File: config.mk
export PLATFORM = sky130hd
export DESIGN_NAME = coupler_frame_port_router
export DESIGN_NICKNAME = d
export VERILOG_FILES = /design/src/pkg/frame_router_pkg.sv /design/src/verilog/skid_buffer.sv /design/src/verilog/coupler_frame_port_router.sv
export VERILOG_INCLUDE_DIRS = /design/src /design/src/pkg
export SDC_FILE = /design/constraint.sdc
export NUM_CORES = 1
export LEC_CHECK = 0
export ABC_CLOCK_PERIOD_IN_PS = 2800
export BUFFER_PORTS_ARGS = -buffer_cell sky130_fd_sc_hd__buf_2
export CAP_MARGIN = 20
export CORE_MARGIN = 2
export CORE_UTILIZATION = 53
export CTS_BUF_LIST = sky130_fd_sc_hd__clkbuf_8
export DETAILED_ROUTE_END_ITERATION = 16
export GPL_TIMING_DRIVEN = 0
export PLACE_DENSITY = 0.74
export SLEW_MARGIN = 20
export SYNTH_ARGS = -nofsm -noshare
export SYNTH_HDL_FRONTEND = slang
export SYNTH_SLANG_ARGS = --single-unit
File: constraint.sdc
create_clock -name clk_sys -period 2.8 [get_ports clk_sys]
set_clock_uncertainty 0.1 [all_clocks]
set_input_delay 0.56 -clock clk_sys [delete_from_list [all_inputs] [get_ports clk_sys]]
set_output_delay 0.56 -clock clk_sys [all_outputs]
set_load 0.01 [all_outputs]
File: src/pkg/frame_router_regs.svh
`ifndef FRAME_ROUTER_REGS_SVH
`define FRAME_ROUTER_REGS_SVH
// Port numbers of the slave protocol controller
`define PORT_UP 2'h0
`define PORT_TERM 2'h1
`define PORT_DOWN 2'h2
`define PORT_PROC 2'h3
// Broadcast destination and protocol type of accepted frames
`define BCAST_MAC 48'hFFFFFFFFFFFF
`define FIELDBUS_ETYPE 16'h88A4
// Header length in bytes before payload starts
`define HDR_LEN 4'hE
`define DST_END 4'h6
`define TYPE_HI 4'hC
`define TYPE_LO 4'hD
// Station identifier layout within the payload
`define ID_BYTE_LO 4'h0
`define ID_BYTE_HI 4'h1
`define ID_MAX 12'hFFF
`endif

File: src/pkg/frame_router_pkg.sv
package frame_router_pkg;
   typedef enum logic [1:0] {ST_INIT, ST_PREOP, ST_SAFEOP, ST_OP} esm_e;
   typedef enum logic [1:0] {FR_IDLE, FR_HDR, FR_PASS, FR_DROP} frame_e;
   typedef logic [7:0] byte_t;
   typedef logic [11:0] station_id_t;
endpackage : frame_router_pkg

File: src/verilog/skid_buffer.sv
module skid_buffer (
   input wire logic clk_sys,
   input wire logic rstn,
   input wire logic [8:0] in_data,
   input wire logic in_valid,
   output logic in_ready,
   output logic [8:0] out_data,
   output logic out_valid,
   input wire logic out_ready
);
   typedef struct packed {
      logic [1:0][8:0] mem;
      logic rd;
      logic wr;
      logic [1:0] cnt;
   } skid_s;

   skid_s st_ff;
   skid_s nxt_st;
   logic push;
   logic pop;

   assign in_ready = (st_ff.cnt != 2'h2);
   assign out_valid = (st_ff.cnt != 2'h0);
   assign out_data = st_ff.mem[st_ff.rd];
   assign push = in_valid && in_ready;
   assign pop = out_valid && out_ready;

   always_comb begin
      nxt_st = st_ff;
      if (push) begin
         nxt_st.mem[st_ff.wr] = in_data;
         nxt_st.wr = ~st_ff.wr;
      end
      if (pop) begin
         nxt_st.rd = ~st_ff.rd;
      end
      case ({push, pop})
         2'b10: nxt_st.cnt = st_ff.cnt + 2'h1;
         2'b01: nxt_st.cnt = st_ff.cnt - 2'h1;
         default: nxt_st.cnt = st_ff.cnt;
      endcase
   end

   always_ff @(posedge clk_sys or negedge rstn) begin
      if (!rstn) begin
         st_ff <= '0;
      end else begin
         st_ff <= nxt_st;
      end
   end
endmodule : skid_buffer

File: src/verilog/coupler_frame_port_router.sv
`include "frame_router_regs.svh"

module coupler_frame_port_router (
   input wire logic clk_sys,
   input wire logic rstn,
   input wire logic [7:0] up_rx_data,
   input wire logic up_rx_valid,
   input wire logic up_rx_last,
   output logic [7:0] up_tx_data,
   output logic up_tx_valid,
   output logic up_tx_last,
   output logic [7:0] term_tx_data,
   output logic term_tx_valid,
   output logic term_tx_last,
   input wire logic term_tx_ready,
   input wire logic [7:0] term_rx_data,
   input wire logic term_rx_valid,
   input wire logic term_rx_last,
   output logic [7:0] down_tx_data,
   output logic down_tx_valid,
   output logic down_tx_last,
   input wire logic [7:0] down_rx_data,
   input wire logic down_rx_valid,
   input wire logic down_rx_last,
   input wire logic term_link,
   input wire logic down_link,
   input wire logic [3:0] id_switch_hi,
   input wire logic [3:0] id_switch_mid,
   input wire logic [3:0] id_switch_lo,
   input wire logic id_enable,
   input wire logic [1:0] esm_request,
   output logic [1:0] esm_state,
   output logic frame_dropped,
   output logic up_rx_ready
);
   typedef struct packed {
      logic [1:0] term_link_meta;
      logic [1:0] term_link_sync;
      logic [1:0] down_link_meta;
      logic [1:0] down_link_sync;
      logic [11:0] sw_meta;
      logic [11:0] sw_sync;
      frame_router_pkg::esm_e esm;
      frame_router_pkg::frame_e fr;
      logic [3:0] hdr_cnt;
      logic is_bcast;
      logic [7:0] type_hi;
      logic [7:0] up_data;
      logic up_valid;
      logic up_last;
      logic [7:0] dn_data;
      logic dn_valid;
      logic dn_last;
      logic dropped;
      logic [7:0] pay_cnt;
      logic [8:0] term_data;
      logic term_v;
      logic rx_ready;
   } route_s;

   route_s st_ff;
   route_s nxt_st;
   logic [8:0] buf_in_data;
   logic buf_in_valid;
   logic buf_in_ready;
   logic [8:0] buf_out_data;
   logic buf_out_valid;
   logic buf_out_ready;
   logic buf_full_next;
   logic [11:0] id_raw;
   frame_router_pkg::byte_t proc_byte;

   // Substitute station identifier byte into process data payload
   function automatic frame_router_pkg::byte_t id_insert(input frame_router_pkg::byte_t b,
         input logic [7:0] pos, input logic [11:0] id, input logic en);
      id_insert = b;
      if (en && pos == {4'h0, `ID_BYTE_LO}) begin
         id_insert = id[7:0];
      end else if (en && pos == {4'h0, `ID_BYTE_HI}) begin
         id_insert = {4'h0, id[11:8]};
      end
   endfunction : id_insert

   assign id_raw = {id_switch_hi, id_switch_mid, id_switch_lo};

   skid_buffer u_buf (
      .clk_sys(clk_sys),
      .rstn(rstn),
      .in_data(buf_in_data),
      .in_valid(buf_in_valid),
      .in_ready(buf_in_ready),
      .out_data(buf_out_data),
      .out_valid(buf_out_valid),
      .out_ready(buf_out_ready)
   );

   always_comb begin
      proc_byte = up_rx_data;
      if (st_ff.esm == frame_router_pkg::ST_OP || st_ff.esm == frame_router_pkg::ST_SAFEOP) begin
         proc_byte = id_insert(up_rx_data, st_ff.pay_cnt, st_ff.sw_sync, id_enable);
      end
   end

   // port 0 into processing unit; processing ends at closed port 3 then port 1
   assign buf_in_valid = up_rx_valid && up_rx_ready && st_ff.fr == frame_router_pkg::FR_PASS && st_ff.term_link_sync[1];
   assign buf_in_data = {up_rx_last, proc_byte};
   assign buf_out_ready = term_tx_ready || !st_ff.term_v;
   // Ready is registered, so it must already promise room for a byte taken next cycle
   assign buf_full_next = (!buf_in_ready || (buf_out_valid && buf_in_valid)) && !(buf_out_valid && buf_out_ready);

   always_comb begin
      nxt_st = st_ff;
      nxt_st.term_link_meta = {st_ff.term_link_meta[0], term_link};
      nxt_st.term_link_sync = {st_ff.term_link_sync[0], st_ff.term_link_meta[1]};
      nxt_st.down_link_meta = {st_ff.down_link_meta[0], down_link};
      nxt_st.down_link_sync = {st_ff.down_link_sync[0], st_ff.down_link_meta[1]};
      nxt_st.sw_meta = id_raw;
      nxt_st.sw_sync = st_ff.sw_meta & `ID_MAX;
      // state advances only by master request
      nxt_st.esm = frame_router_pkg::esm_e'(esm_request);
      nxt_st.dropped = 1'b0;
      // parse header on open port 0
      if (up_rx_valid && up_rx_ready) begin
         case (st_ff.fr)
            frame_router_pkg::FR_IDLE,
            frame_router_pkg::FR_HDR: begin
               nxt_st.fr = frame_router_pkg::FR_HDR;
               nxt_st.hdr_cnt = st_ff.hdr_cnt + 4'h1;
               if (st_ff.hdr_cnt < `DST_END && up_rx_data != 8'hFF) begin
                  nxt_st.is_bcast = 1'b0;
               end
               if (st_ff.hdr_cnt == `TYPE_HI) begin
                  nxt_st.type_hi = up_rx_data;
               end
               if (st_ff.hdr_cnt == `TYPE_LO) begin
                  if (st_ff.is_bcast && {st_ff.type_hi, up_rx_data} == `FIELDBUS_ETYPE) begin
                     nxt_st.fr = frame_router_pkg::FR_PASS;
                  end else begin
                     nxt_st.fr = frame_router_pkg::FR_DROP;
                     nxt_st.dropped = 1'b1;
                  end
                  nxt_st.pay_cnt = 8'h00;
               end
            end
            frame_router_pkg::FR_PASS: begin
               if (st_ff.pay_cnt != 8'hFF) begin
                  nxt_st.pay_cnt = st_ff.pay_cnt + 8'h01;
               end
            end
            frame_router_pkg::FR_DROP: begin
               nxt_st.fr = frame_router_pkg::FR_DROP;
            end
            default: nxt_st.fr = frame_router_pkg::FR_IDLE;
         endcase
         if (up_rx_last) begin
            nxt_st.fr = frame_router_pkg::FR_IDLE;
            nxt_st.hdr_cnt = 4'h0;
            nxt_st.is_bcast = 1'b1;
         end
      end
      // port 1 return to port 2, out downstream when linked
      nxt_st.dn_valid = 1'b0;
      nxt_st.dn_last = 1'b0;
      nxt_st.dn_data = st_ff.dn_data;
      if (term_rx_valid && st_ff.down_link_sync[1]) begin
         nxt_st.dn_valid = 1'b1;
         nxt_st.dn_data = term_rx_data;
         nxt_st.dn_last = term_rx_last;
      end
      // port 2 back to port 0 and master; port 1 return goes there instead while port 2 is not linked
      nxt_st.up_valid = 1'b0;
      nxt_st.up_last = 1'b0;
      nxt_st.up_data = st_ff.up_data;
      if (st_ff.down_link_sync[1] && down_rx_valid) begin
         nxt_st.up_valid = 1'b1;
         nxt_st.up_data = down_rx_data;
         nxt_st.up_last = down_rx_last;
      end else if (!st_ff.down_link_sync[1] && term_rx_valid) begin
         nxt_st.up_valid = 1'b1;
         nxt_st.up_data = term_rx_data;
         nxt_st.up_last = term_rx_last;
      end
      // output stage reloads once held byte taken
      if (buf_out_ready) begin
         nxt_st.term_data = buf_out_data;
         nxt_st.term_v = buf_out_valid;
      end
      // closed terminal port: no back-pressure, frame not sent there
      nxt_st.rx_ready = !buf_full_next || !st_ff.term_link_sync[0];
   end

   always_ff @(posedge clk_sys or negedge rstn) begin
      if (!rstn) begin
         st_ff <= '0;
         st_ff.is_bcast <= 1'b1;
         st_ff.esm <= frame_router_pkg::ST_INIT;
      end else begin
         st_ff <= nxt_st;
      end
   end

   assign up_rx_ready = st_ff.rx_ready;
   assign term_tx_data = st_ff.term_data[7:0];
   assign term_tx_last = st_ff.term_data[8];
   assign term_tx_valid = st_ff.term_v;
   assign up_tx_data = st_ff.up_data;
   assign up_tx_valid = st_ff.up_valid;
   assign up_tx_last = st_ff.up_last;
   assign down_tx_data = st_ff.dn_data;
   assign down_tx_valid = st_ff.dn_valid;
   assign down_tx_last = st_ff.dn_last;
   assign esm_state = st_ff.esm;
   assign frame_dropped = st_ff.dropped;
endmodule : coupler_frame_port_router

==> flow_summary.ini <==
[place]
port_buffers = 81
gp_congestion = 0.8175
dpl-instance-area_sq_mm = 0.005329
place_hpwl_mm = 6.373
placedCellCount = 581

[flow_run]
cap_violations = 0

[yosys]
yosysMostFrequentCell = dfrtp_1
synthesis.instances = 391
synth_area_leaders = dfrtp_1, mux2_2, buf_4
synth_edf_count = 0
ys_async_sr_fraction_pct = 100.0
ys_ff_latch = 111
synth_top_cell_by_area = dfrtp_1
synth_cell_type_count = 53
avgSynthCellArea_sq_um = 12.16
syn_nets = 448
yosysTopAreaCellShare_pct = 57.89
synth_area_sq_mm = 0.004755
seq_area_frac_synth_pct = 58.45
ys_warn_count = 0
synthTopCellsByCount = dfrtp_1, buf_4, mux2_2, nand2_1, a21oi_1
synth_ff_type = dfrtp_1

[timing]
fmax_mhz = 500.2
final_max_slew_viol_count = 0
holdWs_ns = 0.1926
hold_violations = 0
worst_slew_pin_slew_ns = 0.6720
rsz0062_at_grt = no
fin_crit_ns = 1.999
setup_violations = 0
fin_setup_tns_ns = 0
min_period_over_period_pct = 71.40
slew_headroom_pct = 55.20

[clocking]
clkTransAtPathRegs_ns = 0.11
post-cts-setup-buffers = 0
cts-root-buf = clkbuf_8
cts_tree = yes
cts.path.max_buffers = 2
htreeDepth = 3
numCtsBuffers = 9
clkLatencyLatePin_ns = 0.36
cts.sinks = 111

[worst_setup_path]
max_stage_delay_ns = 0.46
r2r_start = st_ff[11]
cp.arrival_ns = 2.20
start_kind = flop
slowest_stage = dfrtp_1
crit_chain = inv_1 > ha_1 > clkbuf_1 > nor2_1 > a22o_1 > a21oi_1 > mux2_2
rrSetupSlack_ns = 0.80
path_class = flop to flop
critPathRequiredTime_ns = 3.00
rr_worst_depth = 7
reg2reg_to = u_buf.st_ff[16]
crit_fanout = 10
end_kind = flop

[detailed_routing]
totalWireLength_mm = 8.794
drtAntennaViolNets = 0
m1WireLength_mm = 4.025
drc = 0
wl_per_cell_um = 14.71
vias_per_cell = 5.256
wl_met2_mm = 4.319
dr.pass1.iters = 5
met3_length_um = 266
drt_iter0_drc = 123
top_layer = met4
via_count = 3143

[worst_hold_path]
hold_start = down_link
hold_class = primary input to flop
worstHoldEndpoint = nxt_st[84]
hold_path_depth = 1

[power]
ir_drop_uv = 315.8
leakagePower_nw = 2.686
pwr_density_cell_mw_per_mm2 = 628.6

[grt]
grt.total_usage_pct = 19.10
grt_max_degree = 82
grt_pass1_vias = 3124
grt_overflow = 0
grt_antenna_before_repair = 0
grt_pass1_wl_mm = 14.74

[floorplanning]
start_util_pct = 54.52
rows = 34
die_h_um = 98.72
pin_count = 84
fp.dieArea_sq_mm = 0.009745
core_sq_mm = 0.008721
die_w_um = 98.72

[layout]
final_cell_area_sq_mm = 0.005518
insertedDiodeCount = 0
finish.utilization_pct = 63.27
nets = 542
multi_input_area_sq_mm = 0.001665
seq_area_sq_mm = 0.002779
area_delta_synth_final_pct = 16.05
fill_cells = 690
drive_gt1_share_pct = 32.45
fin_cells = 598

[run_status]
status = complete, no violations
[placed cells by master, fill, tap and decap left out, types with 7 or more instances in the layout]
cell type / count
dfrtp_1: 110
buf_2: 85
buf_4: 27
mux2_2: 21
nand2_1: 20
a21oi_1: 19
nor2_1: 18
mux2i_1: 18
o21ai_0: 15
inv_1: 12
nand3_1: 11
nor2b_1: 10
mux2_1: 10
clkbuf_1: 9
clkbuf_8: 9
a211oi_1: 8
a22o_1: 7
ha_1: 7
[how the worst max path moves through the flow]
stage | startpoint | to | slack [ns] | cells after the start
after floorplan | up_rx_valid | u_buf.st_ff[11] | 0.95 | 5
after global placement | rstn | down_tx_data[3] | -0.16 | 1
after detailed placement | up_rx_valid | u_buf.st_ff[5] | 0.64 | 6
after CTS | st_ff[11] | u_buf.st_ff[7] | 0.79 | 7
after global routing | st_ff[11] | u_buf.st_ff[16] | 0.66 | 7
final | st_ff[11] | u_buf.st_ff[16] | 0.80 | 7
[logic make-up (layout without fill, tap and decap cells)]
kind of cell               after synthesis  in the layout  share of synthesized area (%)
xor gates and xnor gates                 7              7                          1.289
adders and majority gates                7              7                          1.842
and+or+nand+nor                         93             93                          11.29
AOI/OAI and AO/OA                       70             70                          9.474
buffers and inverters                   54            153                          6.526
muxes                                   49             49                          11.13
DFF                                    111            111                          58.45
[through the flow]
| step | setup slack, ns | power [mW] |
|---|---|---|
| 5_1_grt | 0.6550 | 3.650 |
| 2_1_floorplan | 0.9526 | 2.387 |
| 3_5_place_dp | 0.6441 | 2.626 |
| 6_report | 0.8008 | 3.468 |
| 3_3_place_gp | -0.1585 | 2.592 |
| 4_1_cts | 0.7925 | 3.502 |
[worst max-delay path: cells and delay by family, from the launching register on]
kind / cells / cell delay, ns
flops: 1 / 0.46
compound gates: 2 / 0.44
simple gates: 1 / 0.10
mux: 1 / 0.19
fa+ha+maj: 1 / 0.20
buf+inv: 2 / 0.46
[metal layers]
metal	vias up	GRT usage [%]
li1	1543	-
met1	1518	25.31
met2	66	31.55
met3	16	3.404
met4	0	7.482
met5	-	0
[state kept, by name (all words and copies together), names as in the netlist, 2 cells and up]
register / cells
term_tx_data: 8
esm_state: 2
u_buf.st_ff: 22
down_tx_data: 8
st_ff: 37
nxt_st: 18
up_tx_data: 8
[where the power goes]
group          switching (mW)  internal [mW]
Sequential              0.123           1.78
Combinational           0.350          0.341
Clock                   0.540          0.335
Total                    1.01           2.46
[final cells by class]
| type | instances | share of cell area (%) |
|---|---|---|
| Multi-Input combinational cell | 226 | 30.18 |
| Clock buffer | 9 | 2.245 |
| Timing Repair Buffer | 83 | 8.141 |
| Inverter | 12 | 0.8163 |
| Sequential cell | 111 | 50.36 |
| Buffer | 42 | 4.807 |
| Tap cell | 108 | 2.449 |
| Clock inverter | 7 | 0.9977 |
[timing repair]
item / 4_1_cts / 5_1_grt
hold buffers: 1 / 0
hold endpoints to repair: 29 / 0
gates resized for setup: 0 / 0
No activity file was read; power rests on OpenSTA's default activity.
